## config.mk

```make
export PLATFORM = sky130hd
export DESIGN_NAME = nvsac_host
export DESIGN_NICKNAME = d
export VERILOG_FILES = /design/src/nvsac_pkg.sv /design/src/nvsac_host.sv /design/src/nvsac_sync.sv
export SDC_FILE = /design/constraint.sdc
export NUM_CORES = 1
export LEC_CHECK = 0
export BUFFER_PORTS_ARGS = -buffer_cell sky130_fd_sc_hd__buf_2
export CORE_MARGIN = 10
export CORE_UTILIZATION = 50
export DETAILED_ROUTE_END_ITERATION = 6
export HOLD_SLACK_MARGIN = 0.15
export PLACE_DENSITY = 0.83
export SLEW_MARGIN = 0
export SYNTH_ARGS = -nofsm -noshare
export SYNTH_HDL_FRONTEND = slang
export SYNTH_SLANG_ARGS = --single-unit
```

## constraint.sdc

```tcl
create_clock -name I_SYS_CLK -period 2.54 [get_ports I_SYS_CLK]
set_input_delay 0.508 -clock I_SYS_CLK [delete_from_list [all_inputs] [get_ports I_SYS_CLK]]
set_output_delay 0.508 -clock I_SYS_CLK [all_outputs]
set_load 0.02 [all_outputs]
```

## src/nvsac_pkg.sv

```systemverilog
// Purpose: Constants for the host-side controller of a nonvolatile SRAM.
// Assumes: 100 MHz system clock, device timing given in ns.
// Notes:   Timing counts derive from the ns figures and the clock period.
package nvsac_pkg;
  localparam int unsigned CLK_PERIOD_NS       = 10;
  // Access and delay times in ns; plain defaults where no figure is given.
  localparam int unsigned ADDR_ACCESS_NS      = 45;
  localparam int unsigned WRITE_PULSE_NS      = 45;
  localparam int unsigned WRITE_OFF_DELAY_NS  = 15;
  localparam int unsigned STORE_REQ_DELAY_NS  = 25000;
  localparam int unsigned STORE_TIME_NS       = 8000000;
  localparam int unsigned ADDR_ACCESS_CYC     = (ADDR_ACCESS_NS + CLK_PERIOD_NS - 1)
                                                / CLK_PERIOD_NS;
  localparam int unsigned WRITE_PULSE_CYC     = (WRITE_PULSE_NS + CLK_PERIOD_NS - 1)
                                                / CLK_PERIOD_NS;
  localparam int unsigned WRITE_OFF_CYC       = (WRITE_OFF_DELAY_NS + CLK_PERIOD_NS - 1)
                                                / CLK_PERIOD_NS;
  localparam int unsigned STORE_REQ_DELAY_CYC = (STORE_REQ_DELAY_NS + CLK_PERIOD_NS - 1)
                                                / CLK_PERIOD_NS;
  localparam int unsigned STORE_TIME_CYC      = (STORE_TIME_NS + CLK_PERIOD_NS - 1)
                                                / CLK_PERIOD_NS;
  // Software sequence addresses.
  localparam logic [15:0] SEQ_ADDR_0          = 16'h4e38;
  localparam logic [15:0] SEQ_ADDR_1          = 16'hb1c7;
  localparam logic [15:0] SEQ_ADDR_2          = 16'h83e0;
  localparam logic [15:0] SEQ_ADDR_3          = 16'h7c1f;
  localparam logic [15:0] SEQ_ADDR_4          = 16'h703f;
  localparam logic [15:0] SEQ_SAVE            = 16'h8fc0;
  localparam logic [15:0] SEQ_AUTO_OFF        = 16'h8b45;
  localparam logic [15:0] SEQ_AUTO_ON         = 16'h4b46;
  localparam logic [15:0] SEQ_RESTORE         = 16'h4c63;
  localparam int unsigned BYTE_ADDR_W         = 17;
  localparam int unsigned WORD_ADDR_W         = 16;
  // Host commands.
  typedef enum logic [2:0] {
    CMD_READ      = 3'h0,
    CMD_WRITE     = 3'h1,
    CMD_SW_SAVE   = 3'h2,
    CMD_AUTO_OFF  = 3'h3,
    CMD_AUTO_ON   = 3'h4,
    CMD_RESTORE   = 3'h5,
    CMD_HW_SAVE   = 3'h6
  } nvsac_cmd_e;
endpackage : nvsac_pkg

```

## src/nvsac_host.sv

```systemverilog
// Purpose: Host controller that drives a nonvolatile SRAM over its pins.
// Assumes: One command at a time; the device keeps its own rules.
// Notes:   Pins are sampled through two flip-flops before use.
// Notes on behaviour
// - Address stable through write; data at end
// - Host keeps output enable high while writing
// - Without capacitor host disables automatic save; host sends it only when given CMD_AUTO_OFF
// - No write pending: blocked, busy undriven
// - Six reads disable automatic save
`timescale 1ns/1ns
module nvsac_host #(
  parameter int unsigned WORD_MODE       = 1,
  parameter int unsigned STORE_DELAY_CYC = nvsac_pkg::STORE_REQ_DELAY_CYC,
  parameter int unsigned STORE_TIME_CYC  = nvsac_pkg::STORE_TIME_CYC
) (
  // Clock and reset.
  input  wire logic        I_SYS_CLK,
  input  wire logic        I_ARST_N,
  // Command port.
  input  wire logic        I_CMD_VALID,
  input  wire logic [2:0]  I_CMD,
  input  wire logic [16:0] I_CMD_ADDR,
  input  wire logic [15:0] I_CMD_WDATA,
  input  wire logic [1:0]  I_CMD_LANES,
  output logic             O_CMD_READY,
  output logic             O_RSP_VALID,
  output logic [15:0]      O_RSP_RDATA,
  output logic             O_NO_CAP_SEEN,
  // Device pins.
  output logic [16:0]      O_ADDR,
  output logic             O_CHIP_SELECT_N,
  output logic             O_OUTPUT_ENABLE_N,
  output logic             O_WRITE_ENABLE_N,
  output logic             O_UPPER_BYTE_EN_N,
  output logic             O_LOWER_BYTE_EN_N,
  input  wire logic [15:0] I_DQ,
  output logic [15:0]      O_DQ,
  output logic             O_DQ_OE,
  input  wire logic        I_STORE_BUSY_N,
  output logic             O_STORE_BUSY_N,
  output logic             O_STORE_BUSY_OE
);
  if (WORD_MODE > 1) begin : g_bad_mode
    $error("WORD_MODE must be 0 or 1");
  end
  if (STORE_DELAY_CYC < 1 || STORE_TIME_CYC < 2) begin : g_bad_delay
    $error("delay counts too small");
  end

  typedef enum logic [6:0] {
    ST_IDLE  = 7'h01,
    ST_READ  = 7'h02,
    ST_WRITE = 7'h04,
    ST_RECOV = 7'h08,
    ST_HWREQ = 7'h10,
    ST_BUSY  = 7'h20,
    ST_WAITH = 7'h40
  } nvsac_state_e;

  localparam int unsigned CW = 32;
  logic                 busy_n_s;
  logic [15:0]          dq_s;
  nvsac_state_e         st_q, st_d;
  logic [CW-1:0]        cnt_q, cnt_d;
  logic [2:0]           seq_q, seq_d;
  logic [2:0]           cmd_q, cmd_d;
  logic [16:0]          addr_q, addr_d;
  logic [15:0]          wdata_q, wdata_d, rdata_q, rdata_d;
  logic [1:0]           lanes_q, lanes_d;
  logic                 cs_q, cs_d, oe_q, oe_d, we_q, we_d, dqoe_q, dqoe_d;
  logic                 rsp_q, rsp_d, rdy_q, rdy_d, hsb_q, hsb_d, nocap_q, nocap_d;

  nvsac_sync #(.RESET_VAL(1'b1)) u_busy_sync (
    .i_clk   (I_SYS_CLK),
    .i_arst_n(I_ARST_N),
    .i_d     (I_STORE_BUSY_N),
    .o_q     (busy_n_s)
  );

  for (genvar g = 0; g < 16; g++) begin : g_dq_sync
    nvsac_sync #(.RESET_VAL(1'b0)) u_dq_sync (
      .i_clk   (I_SYS_CLK),
      .i_arst_n(I_ARST_N),
      .i_d     (I_DQ[g]),
      .o_q     (dq_s[g])
    );
  end

  function automatic logic [15:0] seq_addr(input logic [2:0] i, input logic [2:0] c);
    logic [15:0] a;
    a = nvsac_pkg::SEQ_ADDR_0;
    case (i)
      3'h1: a = nvsac_pkg::SEQ_ADDR_1;
      3'h2: a = nvsac_pkg::SEQ_ADDR_2;
      3'h3: a = nvsac_pkg::SEQ_ADDR_3;
      3'h4: a = nvsac_pkg::SEQ_ADDR_4;
      3'h5: begin
        case (c)
          nvsac_pkg::CMD_AUTO_OFF: a = nvsac_pkg::SEQ_AUTO_OFF;
          nvsac_pkg::CMD_AUTO_ON:  a = nvsac_pkg::SEQ_AUTO_ON;
          nvsac_pkg::CMD_RESTORE:  a = nvsac_pkg::SEQ_RESTORE;
          default:                 a = nvsac_pkg::SEQ_SAVE;
        endcase
      end
      default: a = nvsac_pkg::SEQ_ADDR_0;
    endcase
    return a;
  endfunction : seq_addr

  always_comb begin
    st_d = st_q;     cnt_d = cnt_q;     seq_d = seq_q;     cmd_d = cmd_q;
    addr_d = addr_q; wdata_d = wdata_q; rdata_d = rdata_q; lanes_d = lanes_q;
    cs_d = cs_q;     oe_d = oe_q;       we_d = we_q;       dqoe_d = dqoe_q;
    rsp_d = 1'b0;    rdy_d = 1'b0;      hsb_d = 1'b0;      nocap_d = nocap_q;
    case (st_q)
      ST_IDLE: begin
        // Access waits while busy is low from any source.
        if (busy_n_s) begin
          rdy_d = 1'b1;
        end
        if (rdy_q && I_CMD_VALID) begin
          rdy_d   = 1'b0;
          cmd_d   = I_CMD;
          addr_d  = (WORD_MODE == 1) ? {1'b0, I_CMD_ADDR[15:0]} : I_CMD_ADDR;
          wdata_d = I_CMD_WDATA;
          lanes_d = (WORD_MODE == 1) ? I_CMD_LANES : 2'h3;
          seq_d   = 3'h0;
          cnt_d   = '0;
          if (I_CMD == nvsac_pkg::CMD_HW_SAVE) begin
            hsb_d = 1'b1;
            st_d  = ST_HWREQ;
          end else if (I_CMD == nvsac_pkg::CMD_WRITE) begin
            cs_d = 1'b1;
            we_d = 1'b1;
            dqoe_d = 1'b1;
            st_d = ST_WRITE;
          end else begin
            if (I_CMD != nvsac_pkg::CMD_READ) begin
              addr_d = {1'b0, seq_addr(3'h0, I_CMD)};
            end
            if (I_CMD == nvsac_pkg::CMD_AUTO_OFF) begin
              nocap_d = 1'b1;
            end else if (I_CMD == nvsac_pkg::CMD_AUTO_ON) begin
              nocap_d = 1'b0;
            end
            cs_d = 1'b1;
            oe_d = 1'b1;
            st_d = ST_READ;
          end
        end
      end
      ST_READ: begin
        // Data follow the address, so wait the access time then sample.
        cnt_d = cnt_q + 1'b1;
        if (cnt_q == CW'(nvsac_pkg::ADDR_ACCESS_CYC + 2)) begin
          rdata_d = dq_s;
          cs_d    = 1'b0;
          oe_d    = 1'b0;
          cnt_d   = '0;
          if (cmd_q == nvsac_pkg::CMD_READ || seq_q == 3'h5) begin
            rsp_d = (cmd_q == nvsac_pkg::CMD_READ);
            st_d  = (cmd_q == nvsac_pkg::CMD_READ) ? ST_RECOV : ST_BUSY;
          end else begin
            seq_d  = seq_q + 3'h1;
            st_d   = ST_RECOV;
          end
        end
      end
      ST_WRITE: begin
        // Address held; data captured at the rising write enable.
        cnt_d = cnt_q + 1'b1;
        if (cnt_q == CW'(nvsac_pkg::WRITE_PULSE_CYC - 1)) begin
          we_d  = 1'b0;
          cs_d  = 1'b0;
          cnt_d = '0;
          st_d  = ST_RECOV;
        end
      end
      ST_RECOV: begin
        // One idle cycle lets the data bus turn around.
        dqoe_d = 1'b0;
        if (cmd_q == nvsac_pkg::CMD_READ || cmd_q == nvsac_pkg::CMD_WRITE) begin
          rsp_d = (cmd_q == nvsac_pkg::CMD_WRITE);
          st_d  = ST_IDLE;
        end else begin
          // The next sequence address moves only while select is high, so the
          // device never sees the address change as the previous read ends.
          addr_d = {1'b0, seq_addr(seq_q, cmd_q)};
          cs_d = 1'b1;
          oe_d = 1'b1;
          st_d = ST_READ;
        end
      end
      ST_HWREQ: begin
        hsb_d = 1'b1;
        cnt_d = cnt_q + 1'b1;
        if (cnt_q == CW'(STORE_DELAY_CYC - 1)) begin
          hsb_d = 1'b0;
          cnt_d = '0;
          st_d  = ST_BUSY;
        end
      end
      ST_BUSY: begin
        // Allow the device time to assert busy, then wait for it to clear.
        cnt_d = cnt_q + 1'b1;
        if ((cnt_q >= CW'(STORE_TIME_CYC)) || (cnt_q > CW'(4) && busy_n_s)) begin
          cnt_d = '0;
          st_d  = ST_WAITH;
        end
      end
      ST_WAITH: begin
        if (busy_n_s) begin
          rsp_d = 1'b1;
          st_d  = ST_IDLE;
        end
      end
      default: st_d = ST_IDLE;
    endcase
  end

  always_ff @(posedge I_SYS_CLK or negedge I_ARST_N) begin
    if (!I_ARST_N) begin
      st_q <= ST_IDLE;  cnt_q <= '0;  seq_q <= 3'h0;  cmd_q <= 3'h0;
      addr_q <= '0;     wdata_q <= '0; rdata_q <= '0; lanes_q <= 2'h0;
      cs_q <= 1'b0;     oe_q <= 1'b0;  we_q <= 1'b0;  dqoe_q <= 1'b0;
      rsp_q <= 1'b0;    rdy_q <= 1'b0; hsb_q <= 1'b0; nocap_q <= 1'b0;
    end else begin
      st_q <= st_d;     cnt_q <= cnt_d; seq_q <= seq_d; cmd_q <= cmd_d;
      addr_q <= addr_d; wdata_q <= wdata_d; rdata_q <= rdata_d; lanes_q <= lanes_d;
      cs_q <= cs_d;     oe_q <= oe_d;   we_q <= we_d;   dqoe_q <= dqoe_d;
      rsp_q <= rsp_d;   rdy_q <= rdy_d; hsb_q <= hsb_d; nocap_q <= nocap_d;
    end
  end

  always_comb begin
    O_CMD_READY       = rdy_q;
    O_RSP_VALID       = rsp_q;
    O_RSP_RDATA       = rdata_q;
    O_NO_CAP_SEEN     = nocap_q;
    O_ADDR            = addr_q;
    O_CHIP_SELECT_N   = ~cs_q;
    O_OUTPUT_ENABLE_N = ~oe_q;
    O_WRITE_ENABLE_N  = ~we_q;
    // Byte enables follow the lanes alone, so a write keeps its lanes as select rises.
    O_UPPER_BYTE_EN_N = ~lanes_q[1];
    O_LOWER_BYTE_EN_N = ~lanes_q[0];
    O_DQ              = wdata_q;
    O_DQ_OE           = dqoe_q;
    O_STORE_BUSY_N    = 1'b0;
    O_STORE_BUSY_OE   = hsb_q;
  end

  a_write_oe_high: assert property (@(posedge I_SYS_CLK) disable iff (!I_ARST_N)
    we_q |-> !oe_q) else $error("output enable low during write");
  a_read_no_we: assert property (@(posedge I_SYS_CLK) disable iff (!I_ARST_N)
    oe_q |-> cs_q && !we_q) else $error("read without select");
  a_write_len: assert property (@(posedge I_SYS_CLK) disable iff (!I_ARST_N)
    $rose(we_q) |-> we_q [*5] ##1 !we_q) else $error("write pulse length");
  a_addr_stable: assert property (@(posedge I_SYS_CLK) disable iff (!I_ARST_N)
    we_q && $past(we_q) |-> $stable(addr_q)) else $error("address moved in write");
  a_hsb_no_access: assert property (@(posedge I_SYS_CLK) disable iff (!I_ARST_N)
    hsb_q |-> !cs_q) else $error("access while requesting save");
  a_hwreq_len: assert property (@(posedge I_SYS_CLK) disable iff (!I_ARST_N)
    $rose(hsb_q) |-> hsb_q [*2]) else $error("save request too short");
  a_ready_busy: assert property (@(posedge I_SYS_CLK) disable iff (!I_ARST_N)
    rdy_q |-> $past(busy_n_s)) else $error("ready while busy low");
  a_nocap_seq: assert property (@(posedge I_SYS_CLK) disable iff (!I_ARST_N)
    $rose(nocap_q) |-> ##[1:60] (addr_q[15:0] == nvsac_pkg::SEQ_AUTO_OFF))
    else $error("disable sequence missing");
  c_read: cover property (@(posedge I_SYS_CLK) rsp_q && cmd_q == nvsac_pkg::CMD_READ);
  c_write: cover property (@(posedge I_SYS_CLK) $fell(we_q));
  c_hwsave: cover property (@(posedge I_SYS_CLK) $fell(hsb_q));
  c_swsave: cover property (@(posedge I_SYS_CLK)
    st_q == ST_BUSY && cmd_q == nvsac_pkg::CMD_SW_SAVE);
endmodule : nvsac_host

```

## src/nvsac_sync.sv

```systemverilog
// Purpose: Two flip-flop synchroniser for one pin level.
// Assumes: Input is asynchronous to the clock.
// Notes:   The first stage is read only by the second.
`timescale 1ns/1ns
module nvsac_sync #(
  parameter logic RESET_VAL = 1'b1
) (
  input  wire logic i_clk,
  input  wire logic i_arst_n,
  input  wire logic i_d,
  output logic      o_q
);
  logic meta_q;
  logic meta_d;
  logic sync_d;

  always_comb begin
    meta_d = i_d;
    sync_d = meta_q;
  end

  always_ff @(posedge i_clk or negedge i_arst_n) begin
    if (!i_arst_n) begin
      meta_q <= RESET_VAL;
      o_q    <= RESET_VAL;
    end else begin
      meta_q <= meta_d;
      o_q    <= sync_d;
    end
  end
endmodule : nvsac_sync

```

==> results.py <==
metrics = {
    "critical_path": {
        "ff2ff_path_depth": 9,
        "r2r_end": "st_q[5]",
        "critical_path_class": "reg2reg",
        "rr_startpoint": "cnt_q[13]",
        "cp.required_ns": 2.86,
        "critical_path.max_fanout": 5,
        "crit_path_end_kind": "flop",
        "crit_path_start": "cnt_q[13]",
        "cp-start-kind": "flop",
        "arrival_ns": 2.78,
        "worst-r2r-setup-slack_ns": 0.08,
    },
    "floorplanning": {
        "dieArea_sq_um": 17540,
        "die_w_um": 132.4,
        "core-area_sq_um": 12520,
        "start_util_pct": 50.49,
        "rows": 41,
        "io_pins": 118,
        "die_y_um": 132.4,
    },
    "clock_network": {
        "cts_tree": "done",
        "path_clk_slew_ns": 0.06,
        "insertion_delay_ns": 0.43,
        "cts_root_buf": "clkbuf_16",
        "clock_sinks": 137,
        "cts_buffer_depth": 2,
        "cts_made_buffers": 17,
        "cts_max_level": 4,
    },
    "synthesis": {
        "yosysWarnings": 0,
        "synth_cell_types": 67,
        "yosysSeqAreaShare_pct": 54.31,
        "async_flop_share_pct": 100.0,
        "ys.flop_type": "dfrtp_1",
        "syn_inst": 639,
        "synth-seq-cells": 137,
        "syn-cell-area_sq_um": 6320,
        "avgSynthCellArea_sq_um": 9.890,
        "synth_edf_count": 0,
    },
    "timing": {
        "grt_setup_unrepaired": "true",
        "tightest_slew_ns": 0.5533,
        "fin_skew_ns": 0.01078,
        "finalSetupViolations": 0,
        "drv_slew": 0,
        "setup_ws_ns": 0.08299,
        "hold_viol_final": 0,
        "slew_headroom_pct": 63.12,
        "period_share_pct": 96.73,
        "fmax_ghz": 0.4070,
        "timing.final.crit_period_ns": 2.457,
    },
    "status": {
        "outcome": "finished clean",
    },
    "power_and_ir_drop": {
        "cellPowerDensity_nw_per_um2": 952.3,
        "ir_drop_mv": 0.7268,
        "leakage_nw": 3.873,
    },
    "grt": {
        "grt_pass1_vias": 5430,
        "grt_pass1_wl_mm": 27.10,
        "overflow": 0,
        "grt_start_max_net_pins": 62,
        "track_usage_pct": 18.56,
        "antenna_found_initial": 0,
    },
    "finish": {
        "syn2layout_area_growth_pct": 27.84,
        "final_area_sq_um": 8079,
        "seq_area_sq_um": 3432,
        "fill_cells": 990,
        "drive_gt1_share_pct": 29.54,
        "multiInputGateArea_sq_um": 2676,
        "n_antenna_cell": 0,
        "final_nets": 862,
    },
    "job": {
        "drv_cap": 0,
    },
    "hold_path": {
        "worstHoldEndpoint": "g_dq_sync[6].u_dq_sync.meta_q",
        "holdCritStartpoint": "I_DQ[6]",
        "min_path_type": "in2reg",
        "hold_depth": 1,
    },
    "placed_design": {
        "portBuffers": 114,
        "dp_hpwl_mm": 11.53,
        "dp_worst_setup_slack_ns": 0.1126,
        "gp_congestion": 0.8961,
        "dpl_cell_area_sq_um": 7397,
    },
    "route": {
        "routed_via_density": 5.640,
        "wl_mm": 16.67,
        "drc": 0,
        "routedWlPerCell_um": 16.99,
        "via_count": 5533,
        "first_iter_violations": 505,
        "first_pass_iters": 5,
        "ant_nets": 0,
    },
}
==> cells by family after synthesis <==
| logic type | count (synthesis) | share of synthesized area (%) |
|---|---|---|
| AOI/OAI and AO/OA | 156 | 15.96 |
| xor gates and xnor gates | 4 | 0.5544 |
| adders and majority gates | 7 | 1.386 |
| buffers and inverters | 54 | 3.742 |
| DFF | 137 | 54.31 |
| muxes | 17 | 3.009 |
| other | 1 | 0.05934 |
| and+or+nand+nor | 263 | 20.99 |
==> cells in the final DEF (no fill, tap or decap), types with 7 or more instances in the layout <==
master     synthesis  final
o21ai_0           38     38
o21ai_1           15     15
nor4_1            12     11
nand2_1          107    107
ha_1               7      7
nor2_1            56     56
dfrtp_1          134    134
buf_4              3     51
mux2_2            16     16
nand4_1            8      8
and3_1             9      9
a21oi_1           23     23
buf_2              6    113
nor3_1            14     14
clkbuf_16          0     17
o31ai_1           19     19
nand3_1           20     20
inv_1             22     22
o22ai_1           11     11
==> sequential cells by signal (all words and copies together) (netlist names), 2 cells and up <==
name / flops
cnt_q: 32
O_ADDR: 16
O_DQ: 16
O_RSP_RDATA: 16
g_dq_sync.u_dq_sync.meta_q: 16
g_dq_sync.u_dq_sync.o_q: 16
st_q: 7
cmd_q: 3
seq_q: 3
lanes_q: 2
==> metrics by stage <==
stage | power [mW] | instances | TNS, ns | hold WS, ns | util (%)
floorplan | 4.187 | 640 | 0 | 0.2124 | -
global placement | 5.020 | 947 | 0 | 0.3312 | 59.10
detailed placement | 5.075 | 947 | 0 | 0.3347 | 59.10
CTS | 7.699 | 979 | 0 | 0.1748 | 64.15
global route | 8.067 | 981 | -0.6213 | 0.1784 | 64.54
finish | 7.694 | 981 | 0 | 0.1880 | 64.54
==> worst max-delay path by stage <==
stage	endpoint	slack [ns]
floorplan	cnt_q[25]	0.22
global placement	cnt_q[25]	0.08
detailed placement	cnt_q[25]	0.11
CTS	cnt_q[25]	0.07
global route	cnt_q[24]	-0.07
finish	st_q[5]	0.08
==> metal layers <==
layer  GRT usage (%)  vias up  part of all wire, %
met5               0        -                    0
met4           6.846        0                  1.8
met3           4.807       24                  8.0
met2           30.23      256                   50
met1           23.28     2642                   41
li1                -     2611                    -
==> cell usage after synthesis, drive strengths merged, types with 3 or more instances <==
cell type	instances	share of area, %
o41ai	4	0.55
clkbuf	18	1.1
o21ai	53	4.2
mux2	16	2.9
o22ai	12	1.3
nor2	59	3.6
a31oi	5	0.49
ha	7	1.4
nand3	20	1.6
a21o	4	0.48
and3	9	0.89
nor3	16	1.4
o211ai	4	0.48
inv	22	1.3
nor2b	5	0.49
nand2b	5	0.49
o32ai	4	0.55
dfstp	3	1.2
nor4	19	3.1
buf	14	1.4
nand2	107	6.4
o31ai	19	2.3
nand4	9	1.1
a21oi	23	1.8
o311ai	6	0.83
o21a	3	0.36
dfrtp	134	53
==> worst max-delay path, stage by stage (launching register included) <==
cell and delay (ns):
dfrtp_1 0.43, nor3_1 0.37, nand4_4 0.24, o41ai_2 0.36, and4bb_2 0.31, buf_4 0.12, buf_4 0.11, nor3_2 0.06
buf_4 0.16, a31o_2 0.19
==> report_power, final <==
| part | switching, mW | total, mW | leakage [nW] | internal, mW |
|---|---|---|---|---|
| clock | 0.957 | 2.61 | 0.301 | 1.65 |
| sequential | 0.230 | 2.78 | 1.73 | 2.55 |
| combinational | 1.50 | 2.31 | 1.84 | 0.805 |
==> what timing repair did <==
action                                  in CTS  in global routing
resized for setup                            0                  8
endpoints found under the setup margin       0                 15
setup buffers                                0                  2
endpoints found under the hold margin       55                  0
hold buffers                                 1                  0
==> final cells by class <==
cell class | instances | share of cell area, %
sequential | 137 | 42.48
multi-input combinational | 449 | 33.13
timing repair buffer | 170 | 12.99
clock buffer | 18 | 5.312
tap | 172 | 2.664
clock inverter | 13 | 2.400
inverter | 22 | 1.022
(Power assumes the default switching activity.)
